--- src/common/acc_pkg.sv ---
// package for the comparator control block: register map, field layout,
// reset values, edge modes and start-up timing.
// assumes a 10 MHz peripheral clock and 32-bit apb data.
package acc_pkg;

	// clock period, for deriving cycle counts from times
	localparam int CLK_PERIOD_NS = 100;

	// register indices; byte address is four times the index
	localparam logic [7:0] IDX_CONTROL   = 8'h00;
	localparam logic [7:0] IDX_MUX       = 8'h02;
	localparam logic [7:0] IDX_INT_EN    = 8'h06;
	localparam logic [7:0] IDX_STATUS    = 8'h07;
	localparam logic [7:0] ADDR_CONTROL  = 8'(IDX_CONTROL * 4);
	localparam logic [7:0] ADDR_MUX      = 8'(IDX_MUX * 4);
	localparam logic [7:0] ADDR_INT_EN   = 8'(IDX_INT_EN * 4);
	localparam logic [7:0] ADDR_STATUS   = 8'(IDX_STATUS * 4);

	// reset values
	localparam logic [7:0] RST_CONTROL   = 8'h00;
	localparam logic [7:0] RST_MUX       = 8'h00;
	localparam logic [7:0] RST_INT_EN    = 8'h00;

	// control register fields
	localparam int CTL_ENABLE    = 0;
	localparam int CTL_HYS_LO    = 1;
	localparam int CTL_LOW_POWER = 3;
	localparam int CTL_EDGE_LO   = 4;
	localparam int CTL_PAD_EN    = 6;
	localparam int CTL_RUN_STBY  = 7;

	// mux control register fields
	localparam int MUX_NEG_LO    = 0;
	localparam int MUX_POS_LO    = 3;
	localparam int MUX_INVERT    = 7;
	localparam logic [7:0] MUX_WRITE_MASK = 8'h9B;

	// interrupt enable and status fields
	localparam int INTEN_CMP     = 0;
	localparam int STAT_FLAG     = 0;
	localparam int STAT_STATE    = 4;

	// single interrupt vector of this block
	localparam logic [7:0] VECTOR_OFFSET = 8'h00;

	// interrupt edge modes
	typedef enum logic [1:0] {
		EDGE_ANY      = 2'b00,
		EDGE_RESERVED = 2'b01,
		EDGE_FALLING  = 2'b10,
		EDGE_RISING   = 2'b11
	} acc_edge_t;

	// negative input codes, then the positive pin zero code
	localparam logic [1:0] NEG_PIN_ZERO  = 2'h0;
	localparam logic [1:0] NEG_VREF      = 2'h2;
	localparam logic [1:0] NEG_DAC       = 2'h3;
	localparam logic [1:0] POS_PIN_ZERO  = 2'h0;

	// start-up hold-off times and their cycle counts (rounded up)
	localparam int STARTUP_CORE_NS = 2500;
	localparam int STARTUP_VREF_NS = 60000;
	localparam int STARTUP_CORE_CYC =
		(STARTUP_CORE_NS + CLK_PERIOD_NS - 1) / CLK_PERIOD_NS;
	localparam int STARTUP_VREF_CYC =
		(STARTUP_VREF_NS + CLK_PERIOD_NS - 1) / CLK_PERIOD_NS;

	// settings handed to the analog core
	typedef struct packed {
		logic       enable;
		logic       low_power;
		logic [1:0] hysteresis;
		logic [1:0] positive_sel;
		logic [1:0] negative_sel;
	} acc_core_cfg_t;

endpackage

--- src/hdl/acc_sync.sv ---
// multi-stage synchroniser for one level from outside the clock domain.
// assumes the input may change at any time; only the last stage is read.
`timescale 1ns/1ns
module acc_sync
	import acc_pkg::*;
#(
	parameter int STAGES = 3
)
(
	input  wire logic pclk,
	input  wire logic presetn,
	input  wire logic din,
	output logic      dout
);

	logic [STAGES-1:0] chain_reg;

	// shift chain; each stage feeds only the next one
	always_ff @(posedge pclk or negedge presetn)
	begin
		if (!presetn)
			chain_reg <= '0;
		else
			chain_reg <= {chain_reg[STAGES-2:0], din};
	end

	assign dout = chain_reg[STAGES-1];

endmodule

--- src/hdl/acc_startup.sv ---
// start-up hold-off counter: flags the comparator result valid once the
// chosen settling time has passed since the core was switched on.
// assumes run is a level from logic on the same clock.
`timescale 1ns/1ns
module acc_startup
	import acc_pkg::*;
#(
	parameter int CW = 10
)
(
	input  wire logic          pclk,
	input  wire logic          presetn,
	input  wire logic          run,
	input  wire logic [CW-1:0] wait_cycles,
	output logic               valid
);

	logic [CW-1:0] count_reg;

	// count up while running; restart whenever the core is off
	always_ff @(posedge pclk or negedge presetn)
	begin
		if (!presetn)
			count_reg <= '0;
		else if (!run)
			count_reg <= '0;
		else if (count_reg < wait_cycles)
			count_reg <= count_reg + 1'b1;
	end

	// valid level, registered
	always_ff @(posedge pclk or negedge presetn)
	begin
		if (!presetn)
			valid <= 1'b0;
		else
			valid <= run && (count_reg >= wait_cycles);
	end

endmodule

--- src/hdl/acc_top.sv ---
// comparator control logic: apb register file, core configuration,
// inversion, pad and event drive, state synchroniser, edge interrupt and
// sleep gating around one analog comparator.
// assumes the analog core, reference, dac, pin muxing and interrupt
// controller sit outside; sleep inputs come from logic on pclk.
`timescale 1ns/1ns
module acc_top
	import acc_pkg::*;
#(
	parameter int SYNC_STAGES = 3,
	parameter int STARTUP_CW  = 10
)
(
	input  wire logic        pclk,
	input  wire logic        presetn,
	input  wire logic        psel,
	input  wire logic        penable,
	input  wire logic        pwrite,
	input  wire logic [7:0]  paddr,
	input  wire logic [31:0] pwdata,
	output logic [31:0]      prdata,
	output logic             pready,
	output logic             pslverr,
	input  wire logic        cmp_raw,
	input  wire logic        sleep_idle,
	input  wire logic        sleep_standby,
	input  wire logic        sleep_powerdown,
	output acc_core_cfg_t    core_cfg,
	output logic             pad_out,
	output logic             pad_drive,
	output logic             event_out,
	output logic             result_valid,
	output logic             irq
);

	// software registers
	logic [7:0]    control_reg;
	logic [7:0]    mux_reg;
	logic [7:0]    int_en_reg;
	logic          flag_reg;
	logic          state_prev_reg;

	// decoded fields
	logic          enable_bit;
	logic [1:0]    hys_field;
	logic          low_power_bit;
	acc_edge_t     edge_mode;
	logic          pad_en_bit;
	logic          run_stby_bit;
	logic          invert_bit;
	logic [1:0]    pos_field;
	logic [1:0]    neg_field;

	// internal signals
	logic          core_run;
	logic          clock_halted;
	logic          result_async;
	logic          raw_synced;
	logic          state_now;
	logic          rise_seen;
	logic          fall_seen;
	logic          edge_hit;
	logic          setup_phase;
	logic          access_done;
	logic          wr_access;
	logic          addr_hit;
	logic          flag_clear;
	logic [31:0]   read_mux;
	logic [STARTUP_CW-1:0] hold_off;

	// field decode from the stored registers
	assign enable_bit    = control_reg[CTL_ENABLE];
	assign hys_field     = control_reg[CTL_HYS_LO +: 2];
	assign low_power_bit = control_reg[CTL_LOW_POWER];
	assign edge_mode     = acc_edge_t'(control_reg[CTL_EDGE_LO +: 2]);
	assign pad_en_bit    = control_reg[CTL_PAD_EN];
	assign run_stby_bit  = control_reg[CTL_RUN_STBY];
	assign invert_bit    = mux_reg[MUX_INVERT];
	assign pos_field     = mux_reg[MUX_POS_LO +: 2];
	assign neg_field     = mux_reg[MUX_NEG_LO +: 2];

	// sleep gating; idle is deliberately not a term here
	// enable gates the core
	assign core_run = enable_bit && !sleep_powerdown
		&& !(sleep_standby && !run_stby_bit);

	// in standby the peripheral clock is treated as stopped for status
	// status and flag freeze
	assign clock_halted = sleep_standby || sleep_powerdown;

	// no debug input exists, so a halted cpu freezes nothing here

	// apb phase decode
	assign setup_phase = psel && !penable;
	assign access_done = psel && penable && pready;
	assign wr_access   = access_done && pwrite;

	// address decode: word aligned, four mapped words
	always_comb
	begin
		addr_hit = 1'b0;
		if (paddr[1:0] == 2'b00)
		begin
			case (paddr)
				ADDR_CONTROL: addr_hit = 1'b1;
				ADDR_MUX:     addr_hit = 1'b1;
				ADDR_INT_EN:  addr_hit = 1'b1;
				ADDR_STATUS:  addr_hit = 1'b1;
				default:      addr_hit = 1'b0;
			endcase
		end
	end

	// read data selection; unused upper bits read as zero
	always_comb
	begin
		read_mux = 32'h0000_0000;
		case (paddr)
			ADDR_CONTROL: read_mux[7:0] = control_reg;
			ADDR_MUX:     read_mux[7:0] = mux_reg;
			ADDR_INT_EN:  read_mux[7:0] = int_en_reg;
			ADDR_STATUS:
			begin
				read_mux[STAT_FLAG]  = flag_reg;
				// state shows its last sample while the clock is stopped
				// state frozen in standby
				read_mux[STAT_STATE] = clock_halted ? state_prev_reg
					: state_now;
			end
			default:      read_mux = 32'h0000_0000;
		endcase
	end

	// no wait state: ready rises in the first access cycle
	// registering ready from the setup phase costs no cycle and keeps decode off the output
	always_ff @(posedge pclk or negedge presetn)
	begin
		if (!presetn)
			pready <= 1'b0;
		else
			pready <= setup_phase;
	end

	// read data and error captured at the setup edge, stable in access
	always_ff @(posedge pclk or negedge presetn)
	begin
		if (!presetn)
		begin
			prdata  <= 32'h0000_0000;
			pslverr <= 1'b0;
		end
		else if (setup_phase)
		begin
			prdata  <= pwrite ? 32'h0000_0000 : read_mux;
			pslverr <= !addr_hit;
		end
		else if (access_done)
		begin
			prdata  <= 32'h0000_0000;
			pslverr <= 1'b0;
		end
	end

	// control register; software is expected to write enable last
	// enable set by software last
	always_ff @(posedge pclk or negedge presetn)
	begin
		if (!presetn)
			control_reg <= RST_CONTROL;
		else if (wr_access && paddr == ADDR_CONTROL)
			control_reg <= pwdata[7:0];
	end

	// mux control; reserved bits are not stored and read zero
	always_ff @(posedge pclk or negedge presetn)
	begin
		if (!presetn)
			mux_reg <= RST_MUX;
		else if (wr_access && paddr == ADDR_MUX)
			mux_reg <= pwdata[7:0] & MUX_WRITE_MASK;
	end

	// interrupt enable; only the compare bit exists
	always_ff @(posedge pclk or negedge presetn)
	begin
		if (!presetn)
			int_en_reg <= RST_INT_EN;
		else if (wr_access && paddr == ADDR_INT_EN)
			int_en_reg <= {7'h00, pwdata[INTEN_CMP]};
	end

	// configuration to the analog core, registered
	// hysteresis level to core
	always_ff @(posedge pclk or negedge presetn)
	begin
		if (!presetn)
			core_cfg <= '0;
		else
		begin
			core_cfg.enable       <= core_run;
			core_cfg.low_power    <= low_power_bit;
			core_cfg.hysteresis   <= hys_field;
			core_cfg.positive_sel <= pos_field;
			core_cfg.negative_sel <= neg_field;
		end
	end

	// result path without any clock, so pad and event still follow the
	// core while the peripheral clock is stopped in standby
	// raw is one for positive above negative
	assign result_async = cmp_raw ^ invert_bit;

	assign event_out = core_run && result_async;

	assign pad_out   = core_run && pad_en_bit && result_async;
	assign pad_drive = core_run && pad_en_bit;

	// synchroniser for the state bit; raw input is asynchronous
	// three-stage state synchroniser
	acc_sync #(
		.STAGES (SYNC_STAGES)
	) u_sync (
		.pclk    (pclk),
		.presetn (presetn),
		.din     (cmp_raw),
		.dout    (raw_synced)
	);

	assign state_now = core_run && (raw_synced ^ invert_bit);

	// previous sample for edge detection; held while clock is halted
	always_ff @(posedge pclk or negedge presetn)
	begin
		if (!presetn)
			state_prev_reg <= 1'b0;
		else if (!clock_halted)
			state_prev_reg <= state_now;
	end

	assign rise_seen = state_now && !state_prev_reg;
	assign fall_seen = !state_now && state_prev_reg;

	// edge qualification by the selected mode
	// the reserved code never flags, so a stray write stays quiet
	// edge mode selection
	always_comb
	begin
		edge_hit = 1'b0;
		case (edge_mode)
			EDGE_ANY:      edge_hit = rise_seen || fall_seen;
			EDGE_FALLING:  edge_hit = fall_seen;
			EDGE_RISING:   edge_hit = rise_seen;
			EDGE_RESERVED: edge_hit = 1'b0;
			default:       edge_hit = 1'b0;
		endcase
	end

	assign flag_clear = wr_access && (paddr == ADDR_STATUS)
		&& pwdata[STAT_FLAG];

	// interrupt flag; a new edge wins over a clear in the same cycle,
	// and a halted clock neither sets nor clears it
	// a clear written during standby is lost, as status cannot update
	// edge sets the flag
	always_ff @(posedge pclk or negedge presetn)
	begin
		if (!presetn)
			flag_reg <= 1'b0;
		else if (clock_halted)
			flag_reg <= flag_reg;
		else if (core_run && edge_hit)
			flag_reg <= 1'b1;
		else if (flag_clear)
			flag_reg <= 1'b0;
	end

	// request on the single vector at VECTOR_OFFSET
	// flag and enable hold request
	always_ff @(posedge pclk or negedge presetn)
	begin
		if (!presetn)
			irq <= 1'b0;
		else
			irq <= flag_reg && int_en_reg[INTEN_CMP];
	end

	// settling time grows when the reference must start as well
	// both counts must fit the counter; a longer reference time needs
	// a wider STARTUP_CW
	// start-up hold-off length
	assign hold_off = (neg_field == NEG_VREF)
		? STARTUP_CW'(STARTUP_VREF_CYC)
		: STARTUP_CW'(STARTUP_CORE_CYC);

	// result valid indication after start-up
	// valid after hold-off
	acc_startup #(
		.CW (STARTUP_CW)
	) u_startup (
		.pclk        (pclk),
		.presetn     (presetn),
		.run         (core_run),
		.wait_cycles (hold_off),
		.valid       (result_valid)
	);

endmodule

--- config.mk ---
export PLATFORM = sky130hd
export DESIGN_NAME = acc_top
export DESIGN_NICKNAME = d
export VERILOG_FILES = /design/src/common/acc_pkg.sv /design/src/hdl/acc_sync.sv /design/src/hdl/acc_startup.sv /design/src/hdl/acc_top.sv
export SDC_FILE = /design/constraint.sdc
export NUM_CORES = 1
export LEC_CHECK = 0
export BUFFER_PORTS_ARGS = -buffer_cell sky130_fd_sc_hd__buf_4
export CAP_MARGIN = 20
export CORE_MARGIN = 2
export CORE_UTILIZATION = 43
export DETAILED_ROUTE_END_ITERATION = 12
export GPL_TIMING_DRIVEN = 0
export HOLD_SLACK_MARGIN = 0.02
export PLACE_DENSITY = 0.83
export SLEW_MARGIN = 30
export SYNTH_ARGS = -nofsm -noshare
export SYNTH_HDL_FRONTEND = slang
export SYNTH_SLANG_ARGS = --single-unit
export TNS_END_PERCENT = 1
--- constraint.sdc ---
create_clock -name pclk -period 2.15 [get_ports pclk]
set_input_delay 0.43 -clock pclk [delete_from_list [all_inputs] [get_ports pclk]]
set_output_delay 0.43 -clock pclk [all_outputs]
set_load 0.02 [all_outputs]
==> flow_results.org, run 1 <==
** Timing
- The final hold violation count came to 0.
- For the finished layout, the period the worst path requires is 2179 ps.
- Setup skew after layout :: 8.195 ps
- Setup violations remaining at the end of the flow were counted as 3.
- The max-slew violation total from the final report is 0.
- Measured against its own limit, the worst slew margin works out to 0.5002.
- Timing would allow up to 0.4590 GHz.
- Final-layout setup total negative slack :: -60.20 ps
- Worst Max-Slew Pin Slew :: 744.7 ps
- Setup repair after global routing could not meet its margin everywhere.
- After layout, the worst setup slack is -28.57 ps.
- Final period utilization :: 1.013

** Place
- Cell Count Post-Placement :: 358
- Buffers placed on the I/O ports in this run total 46.
- At the placement stage, the worst setup path has a slack of -322.3 ps.
- Final GP Congestion :: 0.8555
- Sum of net half-perimeters after detailed placement :: 3.561 mm

** Global routing
- Largest net degree at the start of global routing :: 50
- Initial antenna violation count :: 0
- Via count of the first global-routing pass :: 1742
- The first global-routing pass estimated 7.921 mm of wire.
- For this run the aggregate overflow at the end of global routing stands at 0.
- For this run, the total global-route usage over all layers was measured as 0.1643.

** Clocking
- CTS tree :: yes
- Hold buffer count at cts :: 0
- The tree is rooted in a sky130_fd_sc_hd__clkbuf_8.
- Skew-Pair Late Insertion Delay :: 310 ps
- Largest buffer count on any clock path :: 2
- Number of sinks driven by the clock tree :: 49
- Clk slew on worst S/H paths :: 100 ps
- Clock tree synthesis inserted a total of 5 buffers.
- The H-tree was split into 2 levels.

** Drt
- The first detailed-routing pass ran for 4 iterations.
- Summing over every cut layer, the via total after detailed routing is 1811.
- Number of design rule violations left after detail routing :: 0
- For this block, the initial DRC count from the detailed router was 113.
- Once detail routing completed, the nets flagged for antenna violations numbered 0.
- Mean routed wirelength per cell :: 13.19 um
- After detailed routing, the total wire length is 4.840 mm.
- Dividing the detail-routed via count by the number of cells gives 4.935.

** Setup path
- STA classifies the critical path startpoint as a flip-flop.
- Required time of the critical path :: 2380 ps
- CP endpoint kind :: flip-flop
- Data arrives at the worst endpoint at 2410 ps.
- The startpoint identified for the worst register-to-register timing path is mux_reg[0].
- The setup path with the least slack is of type reg2reg.
- Source of the critical timing path :: mux_reg[0]
- Largest fanout of any net on the critical path :: 10

** Power
- Sequential fraction of design power :: 0.565
- The analysis attributes to net switching a power of 418.5 uW.
- IR analysis of the VDD net gives a maximum drop of 0.0003398 V.
- Clock Power Share :: 0.333
- Total chip power :: 1651 uW
- For this design the ratio of total power to cell area is 542.9 nW/um2.
- Switching fraction of total power :: 0.2534
- Cell internal pwr :: 1233 uW
- The analysis attributes to cell leakage a power of 0.001546 uW.
- Of the total power, combinational logic draws 0.102.

** Synth
- Count leader, synth :: sky130_fd_sc_hd__dfrtp_1
- Yosys attributes the largest share of cell area to sky130_fd_sc_hd__dfrtp_1 (52%), sky130_fd_sc_hd__buf_4 (7.6%), sky130_fd_sc_hd__mux2_2 (7.1%), sky130_fd_sc_hd__ha_1 (3.2%), sky130_fd_sc_hd__o21ai_0 (2.7%).
- Main flop type after synthesis :: sky130_fd_sc_hd__dfrtp_1
- In this run, synthesis produced a sequential element count of 49.
- Post-Syn Instances :: 217
- Proportion of synthesized chip area in sequential cells :: 0.5152
- The netlist uses 43 different library cells.
- sky130_fd_sc_hd__dfrtp_1 takes more of the synthesized area than any other cell.
- In this run the cell area of the synthesized design comes to 2380 um2.
- After synthesis, the mean cell area works out to 10.97 um2.
- Share of synthesized registers carrying an async set or reset :: 1.000
- Number of enable flip-flop cells after synthesis :: 0
- Top cell type's share of synthesized area :: 0.5152
- The Yosys step of the flow raised 0 warnings.
- Most frequent cells after synthesis :: sky130_fd_sc_hd__dfrtp_1 (49), sky130_fd_sc_hd__buf_4 (24), sky130_fd_sc_hd__nand2_1 (17), sky130_fd_sc_hd__mux2_2 (15), sky130_fd_sc_hd__o21ai_0 (13)

** Die
- The floorplan has 27 rows.
- Starting Density :: 0.4375
- Die outline area :: 6146 um2
- Floorplan core area :: 5439 um2
- From left edge to right edge, the die measures 78.40 um.
- The die is 78.40 um tall.
- I/O Pins :: 96

** Cells and area
- At the end of the flow, the number of nets in the layout was 349.
- The filler cells instantiated in the layout total 487.
- Count of non-filler cells in the finished layout :: 367
- The register with the most flip-flops in the layout has 10 of them.
- Synth-to-layout area growth :: 27.81%
- The repair_antennas step left the layout with diodes totalling 0.
- Final standard cell utilization of the core :: 0.5592
- Of the cells placed in the final design, the portion with a size suffix greater than 1 is 0.3593.

** Run status
- Status :: finished, violations left
- Violations in the final reports :: setup timing

** Min path
- HP Class :: in2async

** Flow run
- The tool flagged a number of max-cap violations equal to 0.
through the flow:
step                cell area, um2  hold WS [ps]
floorplan                     2466         134.4
global placement              2902         336.4
detailed placement            2902         353.2
CTS                           3015         147.4
global route                  3042         177.1
finish                        3042         132.1
layout by cell type, fill, tap and decap left out, types with 3 or more instances in the layout:
master                      n
sky130_fd_sc_hd__conb_1    24
sky130_fd_sc_hd__mux2_2    15
sky130_fd_sc_hd__or3_1      3
sky130_fd_sc_hd__nand2b_1   6
sky130_fd_sc_hd__clkbuf_8   5
sky130_fd_sc_hd__dfrtp_1   49
sky130_fd_sc_hd__a21oi_1    8
sky130_fd_sc_hd__buf_4     71
sky130_fd_sc_hd__nand2_1   17
sky130_fd_sc_hd__and2_1     3
sky130_fd_sc_hd__ha_1       6
sky130_fd_sc_hd__nor3_1     3
sky130_fd_sc_hd__mux2i_1    6
sky130_fd_sc_hd__xnor2_1    4
sky130_fd_sc_hd__o211ai_1   3
sky130_fd_sc_hd__o21ai_0   12
sky130_fd_sc_hd__inv_1      9
sky130_fd_sc_hd__nor2_1     7
sky130_fd_sc_hd__nand3_1    6
sky130_fd_sc_hd__or4_1      3
logic make-up (layout without fill, tap and decap cells):
| group | after synthesis | count (layout) | synth area share |
|---|---|---|---|
| compound gates | 32 | 32 | 0.07991 |
| xor+xnor | 5 | 5 | 0.01840 |
| fa+ha+maj | 6 | 6 | 0.03154 |
| buf+inv | 36 | 91 | 0.09516 |
| flops | 49 | 49 | 0.5152 |
| mux | 21 | 21 | 0.09621 |
| other cells | 1 | 24 | 0.001576 |
| simple gates | 67 | 67 | 0.1619 |
power by group through the flow:
| stage | Clock [uW] | Combinational [uW] | Sequential, uW |
|---|---|---|---|
| 6_report | 551 | 168 | 933 |
| 5_1_grt | 596 | 183 | 934 |
| 4_1_cts | 564 | 167 | 933 |
| 3_5_place_dp | 0 | 165 | 951 |
| 3_3_place_gp | 0 | 164 | 950 |
| 2_1_floorplan | 0 | 92.4 | 955 |
worst paths after layout:
kind	to	slack [ps]	cells past startpoint
max	u_startup.count_reg[2]	-30	7
min	core_cfg[7]	130	1
max in group asynchronous	u_startup.count_reg[0]	1620	1
min reg2reg	u_sync.chain_reg[2]	370	0
min in group pclk	u_sync.chain_reg[0]	250	1
max reg2reg	u_startup.count_reg[2]	-30	7
timing repair:
item,CTS,global route
buffers inserted,0,1
resized for setup,5,5
setup endpoints to repair,11,12
cloned,0,0
pin swaps,3,1
metal layers:
layer | GRT usage | share of wire
met3 | 0.04598 | 0.062
met4 | 0.07368 | 0.013
met5 | 0 | 0
met2 | 0.2612 | 0.48
met1 | 0.2095 | 0.44
layout make-up:
class                           count  area, um2  share of cell area
Sequential cell                    49       1226              0.4031
Timing Repair Buffer               47      352.8              0.1160
Inverter                            9      33.78             0.01111
Tap cell                           72      90.09             0.02962
Clock inverter                      3      21.27            0.006993
Multi-Input combinational cell    155       1049              0.3447
Buffer                             27      200.2             0.06582
Clock buffer                        5      68.82             0.02262
worst max-delay path: stages (launching register included):
cell and delay, ps:
sky130_fd_sc_hd__dfrtp_1 390, sky130_fd_sc_hd__nand2b_4 160, sky130_fd_sc_hd__ha_1 140, sky130_fd_sc_hd__or4b_1 430, sky130_fd_sc_hd__a311o_1 350, sky130_fd_sc_hd__buf_6 170
sky130_fd_sc_hd__or3_1 320, sky130_fd_sc_hd__a21oi_1 150
Note: power is estimated with default switching activity, not from simulation.
==> inputs of run 2 (changes only) <==
--- a/config.mk
+++ b/config.mk
@@ -8,11 +8,11 @@
 export BUFFER_PORTS_ARGS = -buffer_cell sky130_fd_sc_hd__buf_4
 export CAP_MARGIN = 20
 export CORE_MARGIN = 2
-export CORE_UTILIZATION = 43
+export CORE_UTILIZATION = 48
 export DETAILED_ROUTE_END_ITERATION = 12
 export GPL_TIMING_DRIVEN = 0
 export HOLD_SLACK_MARGIN = 0.02
-export PLACE_DENSITY = 0.83
+export PLACE_DENSITY = 0.87
 export SLEW_MARGIN = 30
 export SYNTH_ARGS = -nofsm -noshare
 export SYNTH_HDL_FRONTEND = slang
==> constraint.sdc (replaced) <==
create_clock -name pclk -period 2.2 [get_ports pclk]
set_input_delay 0.44 -clock pclk [delete_from_list [all_inputs] [get_ports pclk]]
set_output_delay 0.44 -clock pclk [all_outputs]
set_load 0.02 [all_outputs]
==> run 2 against run 1 <==
Compared with the run above: the run still ends with setup timing left; non-clock buffer count is 2 higher; cell count is 0.82% lower; clock skew is 3.9 ps higher; sequential power is 2.3% lower; design area is 0.53% higher; critical path type unchanged.
==> flow_results.org, run 2 (synthesis gave the netlist of run 1 again) <==
** Global routing
- Aggregate global routing overflow :: 0 (unchanged)
- Global-route wire length before repair :: 7.417 mm (-6.4%)
- The maximum number of pins on one net before global-route repair is 50 (unchanged).
- The number of global-route vias before repair came to 1648 (-5.4%).
- The number of antenna violations at the first check in global routing was 0 (unchanged).
- Total routing usage reported by global routing :: 0.1762 (+0.01193)

** Setup path
- The worst setup path is of the reg2reg kind.
- Required time of the critical path :: 2440 ps (+60 ps)
- CP Launch Type :: flip-flop
- Data arrival time at the worst-slack endpoint :: 2510 ps (+100 ps)
- The maximum fanout count along the critical path is 5 (-5).
- STA classifies the critical path endpoint as a flip-flop.

** Timing
- The final clock skew was 12.10 ps (+3.904 ps).
- The fmax is 0.4399 GHz (-4.2%).
- Hold violation count in the final report :: 0 (unchanged)
- The number of endpoints failing setup at the final stage came to 3 (unchanged).
- The final period utilization is 1.033 (+0.02003).
- Final-layout setup total negative slack :: -187.0 ps (-126.8 ps)
- The transition time at the pin with the least slew margin was 694.3 ps (-50.48 ps).
- Setup repair after global routing could not meet its margin everywhere.
- Final Slew Violations :: 0 (unchanged)
- The time the worst path needs with I/O delays and setup is 2273 ps (+94.72 ps).
- The minimum setup slack in the final design came to -73.29 ps (-44.72 ps).
- The worst slew margin relative to its limit is 0.5341 (+0.03388).

** Clocking
- Clk slew on worst S/H paths :: 90 ps (about the same)
- The number of buffers added to fix hold violations after cts came to 0 (unchanged).
- TritonCTS built the clock tree.
- Clock tree synthesis selected as its root buffer the cell sky130_fd_sc_hd__clkbuf_8.
- Largest buffer count on any clock path :: 2 (unchanged)
- Skew-Pair Late Insertion Delay :: 300 ps (about the same)
- The number of H-tree branching levels came to 2 (unchanged).
- Cts bufs inserted :: 5 (unchanged)
- The number of sinks handled by clock tree synthesis was 49 (unchanged).

** Drt
- The count of TritonRoute iterations in the first routing pass is 4 (unchanged).
- Antenna-violating nets left :: 0 (unchanged)
- Vias per cell :: 4.997 (+1.3%)
- DRT iter0 DRCs :: 76 (-33%)
- The routed wire length per instance came to 13.14 um (-0.36%).
- Total wirelength of the detailed-routed design :: 4.783 mm (-1.2%)
- The number of remaining DRC errors is 0 (unchanged).
- Via count :: 1819 (+0.44%)

** Die
- Starting Density :: 0.5005 (+0.06298)
- I/O Pins :: 96 (unchanged)
- Die width :: 74.41 um (-5.1%)
- Vertical die dimension :: 74.41 um (-5.1%)
- The number of placement rows came to 25 (-7.4%).
- Die outline area :: 5537 um2 (-9.9%)
- Floorplan core area :: 4755 um2 (-13%)

** Cells and area
- The count of antenna diodes in the layout came to 0 (unchanged).
- Synth-to-layout area growth :: 28.50%
- In the layout the commonest cells are sky130_fd_sc_hd__buf_4 (73), sky130_fd_sc_hd__dfrtp_1 (49), sky130_fd_sc_hd__conb_1 (24).
- Share of layout cells above drive strength 1 :: 0.3737 (+0.01442)
- Leading cell type in the layout, fill and taps excluded :: sky130_fd_sc_hd__buf_4
- The number of fill cells in the layout came to 392 (-20%).
- Flip-flop count of the largest register, all copies and words added :: 10 (unchanged)
- Area occupied by multi-input gates :: 1050 um2 (+0.12%)
- The end-of-flow core utilization came to 0.6432 (+0.08392).
- Total Nets Final :: 351 (+0.57%)
- Seq. cell area :: 1226 um2 (unchanged)

** Place
- Port Buffer Count :: 46 (unchanged)
- Final GP Congestion :: 0.8922 (+4.3%)
- The estimated wirelength of the detail-placed design came to 3.500 mm (-1.7%).

** Flow run
- Max-capacitance violation count :: 0 (unchanged)

** Power
- The leakage power total came to 0.001559 uW (+0.81%).
- The total power divided by cell area came to 529.9 nW/um2 (-2.4%).
- The worst vdd rail ir drop came to 0.0003449 V (+1.5%).

** Run status
- The final reports fail on setup timing.
- Status :: finished, violations left

** Min path
- HP Class :: in2async
==> run 2: layout make-up <==
cell class	count	share of cell area
Clock buffer	6	0.02700
Timing Repair Buffer	49	0.1203
Tap cell	67	0.02741
Sequential cell	49	0.4010
Clock inverter	2	0.004501
Multi-Input combinational cell	155	0.3433
Inverter	9	0.01105
Buffer	27	0.06547
==> run 2: metrics by stage <==
stage	area (um2)	setup WS [ps]	std cells	hold WS, ps	power [uW]
after floorplan	2466	143.5	240	144.4	1024
after global placement	2895	-108.4	353	332.7	1089
after detailed placement	2895	-155.9	353	337.3	1090
after CTS	3003	-21.47	361	152.9	1630
after global routing	3058	-167.4	364	172.6	1680
final	3058	-73.29	364	136.8	1620
==> run 2: repair_timing <==
item                                    4_1_cts  5_1_grt
resized for setup                             3        9
endpoints found under the setup margin        8       18
setup buffers                                 0        3
pin swaps                                     1        2
==> run 2: path summary, 6_finish.rpt <==
| check | from | end | cells past startpoint | slack (ps) |
|---|---|---|---|---|
| worst max-delay path | mux_reg[0] | u_startup.count_reg[7] | 6 | -70 |
| worst max register to register | mux_reg[0] | u_startup.count_reg[7] | 6 | -70 |
| max in group asynchronous | presetn | prdata[1] | 1 | 1650 |
| min in group pclk | cmp_raw | u_sync.chain_reg[0] | 1 | 260 |
| worst min-delay path | presetn | core_cfg[7] | 1 | 140 |
| worst min register to register | u_sync.chain_reg[0] | u_sync.chain_reg[1] | 0 | 360 |
==> run 2: layer usage <==
layer | up-vias | routed length, um | track usage
li1 | 873 | - | -
met1 | 880 | 1949 | 0.2295
met2 | 59 | 2488 | 0.2871
met3 | 7 | 256 | 0.03117
met4 | 0 | 89 | 0.08135
met5 | - | 0 | 0
==> run 2: power by group <==
| group | internal (uW) | total [uW] | switching (uW) |
|---|---|---|---|
| combinational | 71.0 | 163 | 92.0 |
| clock | 255 | 546 | 291 |
| sequential | 907 | 912 | 4.17 |
| total | 1230 | 1620 | 387 |
==> run 2: critical path, cell delays in order (launching register included) <==
cell and delay (ps):
sky130_fd_sc_hd__dfrtp_1 410, sky130_fd_sc_hd__nand2b_4 160, sky130_fd_sc_hd__ha_1 130, sky130_fd_sc_hd__or4b_1 420, sky130_fd_sc_hd__a311o_1 440, sky130_fd_sc_hd__or4_1 520, sky130_fd_sc_hd__a21oi_1 130
==> inputs of run 3 (changes only) <==
--- a/config.mk
+++ b/config.mk
@@ -8,11 +8,12 @@
 export BUFFER_PORTS_ARGS = -buffer_cell sky130_fd_sc_hd__buf_4
 export CAP_MARGIN = 20
 export CORE_MARGIN = 2
-export CORE_UTILIZATION = 48
+export CORE_UTILIZATION = 49
+export CTS_BUF_LIST = sky130_fd_sc_hd__clkbuf_4 sky130_fd_sc_hd__clkbuf_8
 export DETAILED_ROUTE_END_ITERATION = 12
 export GPL_TIMING_DRIVEN = 0
 export HOLD_SLACK_MARGIN = 0.02
-export PLACE_DENSITY = 0.87
+export PLACE_DENSITY = 0.89
 export SLEW_MARGIN = 30
 export SYNTH_ARGS = -nofsm -noshare
 export SYNTH_HDL_FRONTEND = slang
==> run 3 against run 2 <==
Compared with the run above: sequential share of layout area rose by 0.14 points; largest power group unchanged; clock power decreased by 2%; the run still ends with setup timing left; power fell by 0.71%; fmax rose by 0.89%.
==> flow_results.org, run 3 (synthesis gave the netlist of run 1 again) <==
** Cells and area
- Synth-to-layout area growth :: 28.18%
- Count of non-filler cells in the finished layout :: 350 (-3.8%)
- Total Nets Final :: 350 (-0.28%)
- Post-layout instance area :: 3050 um2 (-0.25%)
- Share of layout cells above drive strength 1 :: 0.3885 (+0.01478)
- The number of fill cells in the layout is 359 (-8.4%).
- Commonest cells after routing, fill and taps aside :: sky130_fd_sc_hd__buf_4 (72), sky130_fd_sc_hd__dfrtp_1 (48), sky130_fd_sc_hd__conb_1 (24)
- Ant diodes :: 0 (unchanged)
- The sequential standard cell area is 1227 um2 (+0.10%).
- Leading cell type in the layout, fill and taps excluded :: sky130_fd_sc_hd__buf_4
- The area of combinational cells with multiple inputs came to 1071 um2 (+2.0%).
- The flip-flop count of the largest register, all copies and words added is 10 (unchanged).

** Place
- Cell Count Post-Placement :: 340 (-3.7%)
- Final GP Congestion :: 0.8184 (-8.3%)
- The estimated wirelength of the detail-placed design is 3.605 mm (+3.0%).
- The total cell area at the placement stage is 2879 um2 (-0.56%).
- Port Buffer Count :: 46 (unchanged)

** Global routing
- The maximum number of pins on one net before global-route repair came to 50 (unchanged).
- Initial antenna violation count :: 0 (unchanged)
- GR met1 Demand/Resource :: 0.2458 (+0.01629)
- The global-route wire length before repair is 7.969 mm (+7.4%).
- Aggregate global routing overflow :: 0 (unchanged)
- The met2 demand-to-capacity share in global routing was 0.3145 (+0.02737).
- Via count of the first global-routing pass :: 1679 (+1.9%)
- The total routing usage reported by global routing is 0.1932 (+0.01697).
- Grt met3 use :: 0.04801 (+0.01685)
- met2 is the most crowded layer.

** Die
- Die outline area :: 5430 um2 (-1.9%)
- Starting Density :: 0.5072 (+0.006674)
- The die outline height came to 73.69 um (-0.97%).
- The number of placement rows came to 25 (unchanged).
- The die width is 73.69 um (-0.97%).
- The placeable core area was 4692 um2 (-1.3%).
- I/O Pins :: 96 (unchanged)

** Setup path
- In this run the worst setup path terminates at u_startup.count_reg[4].
- Worst stage delay on the critical path :: 430 ps (-90 ps)
- CP endpoint kind :: flip-flop
- Required time of the critical path :: 2440 ps (about the same)
- Startpoint of the lowest-slack register-to-register path :: mux_reg[0]
- Setup slack on the worst flop-to-flop path :: -50 ps (+20 ps)
- Data arrival time at the worst-slack endpoint :: 2490 ps (-20 ps)
- Cell Chain, Critical Path :: nand2b_4, ha_4, or4b_1, a311o_1, buf_4, or3_4, a21oi_2
- The number of buffers and inverters on the critical path was 1 (+1).
- The critical path starts at mux_reg[0].
- In this run the critical register-to-register path is captured at u_startup.count_reg[4].
- Depth of the worst register-to-register path :: 7 (+1)
- Top cell family by delay on the critical path :: simple AND/OR/NAND/NOR gates
- Stages on the worst setup path :: 7 (+1)
- The worst setup path is launched from a flip-flop.
- On the critical path, the stage with the largest delay is an instance of sky130_fd_sc_hd__or4b_1.
- Largest fanout of any net on the critical path :: 5 (unchanged)
- The setup path with the least slack is of type reg2reg.

** Drt
- Number of design rule violations left after detail routing :: 0 (unchanged)
- The first-iteration detailed-routing DRC count was 90 (+18%).
- 1st-pass router iterations :: 4 (unchanged)
- The via density per instance came to 5.197 (+4.0%).
- Mean routed wirelength per cell :: 14.36 um (+9.3%)
- The total vias in the final route was 1819 (unchanged).
- Total wirelength of the detailed-routed design :: 5.025 mm (+5.1%)
- The remaining antenna violation count is 0 (unchanged).

** Timing
- The fmax was 0.4438 GHz (+0.89%).
- Hold violation count in the final report :: 0 (unchanged)
- The final clock skew was 4.721 ps (-7.378 ps).
- The final period utilization came to 1.024 (-0.009068).
- The max-slew violation total from the final report was 0 (unchanged).
- Final setup violation count :: 4 (+1)
- Worst Max-Slew Pin Slew :: 748.2 ps (+53.89 ps)
- Max-slew headroom at the worst pin :: 0.4979 (-0.03617)
- Setup repair after global routing missed its margin :: yes
- The time the worst path needs with I/O delays and setup was 2253 ps (-19.95 ps).
- The minimum setup slack in the final design was -53.34 ps (+19.95 ps).

** Clocking
- Clk slew on worst S/H paths :: 90 ps (about the same)
- Skew-Pair Late Insertion Delay :: 300 ps (about the same)
- TritonCTS built the clock tree.
- Root cell of the clock tree :: sky130_fd_sc_hd__clkbuf_8
- Largest buffer count on any clock path :: 2 (unchanged)
- Cts bufs inserted :: 5 (unchanged)
- H-Tree Level Count :: 2 (unchanged)
- The number of sinks handled by clock tree synthesis is 49 (unchanged).

** Power
- The fraction of power consumed by the clock network is 0.332 (-0.005).
- Net switching component of the power :: 404.7 uW (+4.5%)
- The total power divided by cell area was 527.5 nW/um2 (-0.46%).
- The net switching share of the total power is 0.2515 (+0.01262).
- The leakage power total came to 0.001548 uW (-0.67%).
- The portion of total power attributed to combinational logic is 0.102 (about the same).
- Sequential fraction of design power :: 0.567 (+0.004)
- Peak ir drop on the vdd network :: 0.0003839 V (+11%)
- The internal power is 1204 uW (-2.4%).

** Run status
- The flow ran to the end, but the final reports show violations.
- The checks that failed: setup timing.

** Min path
- HP Class :: in2async

** Flow run
- The number of max-cap violations is 0 (unchanged).
-- run 3: changes by cell type in the layout (fill, tap and decap cells not counted), sizes merged --
| cell | before | now |
|---|---|---|
| clkinv | 2 | 1 |
| clkbuf | 6 | 5 |
| buf | 76 | 75 |
| inv | 9 | 10 |
| clkinvlp | 0 | 1 |
-- run 3: worst min path at each step --
stage | startpoint | to | slack, ps
floorplan | presetn | control_reg[0] | 140
global placement | u_sync.chain_reg[0] | u_sync.chain_reg[1] | 330
detailed placement | u_sync.chain_reg[0] | u_sync.chain_reg[1] | 350
CTS | presetn | u_startup.count_reg[4] | 150
global route | presetn | u_startup.count_reg[7] | 170
finish | presetn | u_startup.count_reg[4] | 130
-- run 3: per-layer routing --
layer  part of all wire  vias to the layer above  wire length [um]
met5                  0                        -                 0
met4              0.022                        0               112
met3              0.049                       10               248
met2               0.51                       54              2582
met1               0.41                      883              2082
li1                   -                      872                 -
-- run 3: final cells by class --
cell class / instances / share of cell area
plain buffers: 27 / 0.06563
clock inverters: 3 / 0.006973
repair buffers: 48 / 0.1181
flip-flops and latches: 49 / 0.4024
inverters: 9 / 0.01107
well taps: 54 / 0.02215
multi-input cells: 155 / 0.3511
clock buffers: 5 / 0.02256
-- run 3: timing repair --
item	CTS	global route
pin swaps	2	4
setup endpoints to repair	10	15
hold buffers	0	0
resized for setup	3	15
buffers inserted	0	2
-- run 3: power groups by stage --
stage | clock network, uW | registers (uW) | logic (uW)
after detailed placement | 0 | 930 | 162
after CTS | 548 | 912 | 162
after global placement | 0 | 929 | 160
final | 533 | 912 | 164
after global routing | 591 | 913 | 178
after floorplan | 0 | 934 | 90.3
-- run 3: per-stage QoR --
step | setup slack, ps | hold WS (ps) | power, uW | TNS, ps | utilization
5_1_grt | -126.6 | 171.9 | 1682 | -566.8 | 0.6501
6_report | -53.34 | 127.5 | 1609 | -155.0 | 0.6501
3_3_place_gp | -149.2 | 333.8 | 1089 | -1182 | 0.6136
4_1_cts | -28.48 | 153.6 | 1622 | -28.48 | 0.6360
2_1_floorplan | 143.5 | 144.4 | 1024 | 0 | -
3_5_place_dp | -187.6 | 352.8 | 1091 | -1621 | 0.6136
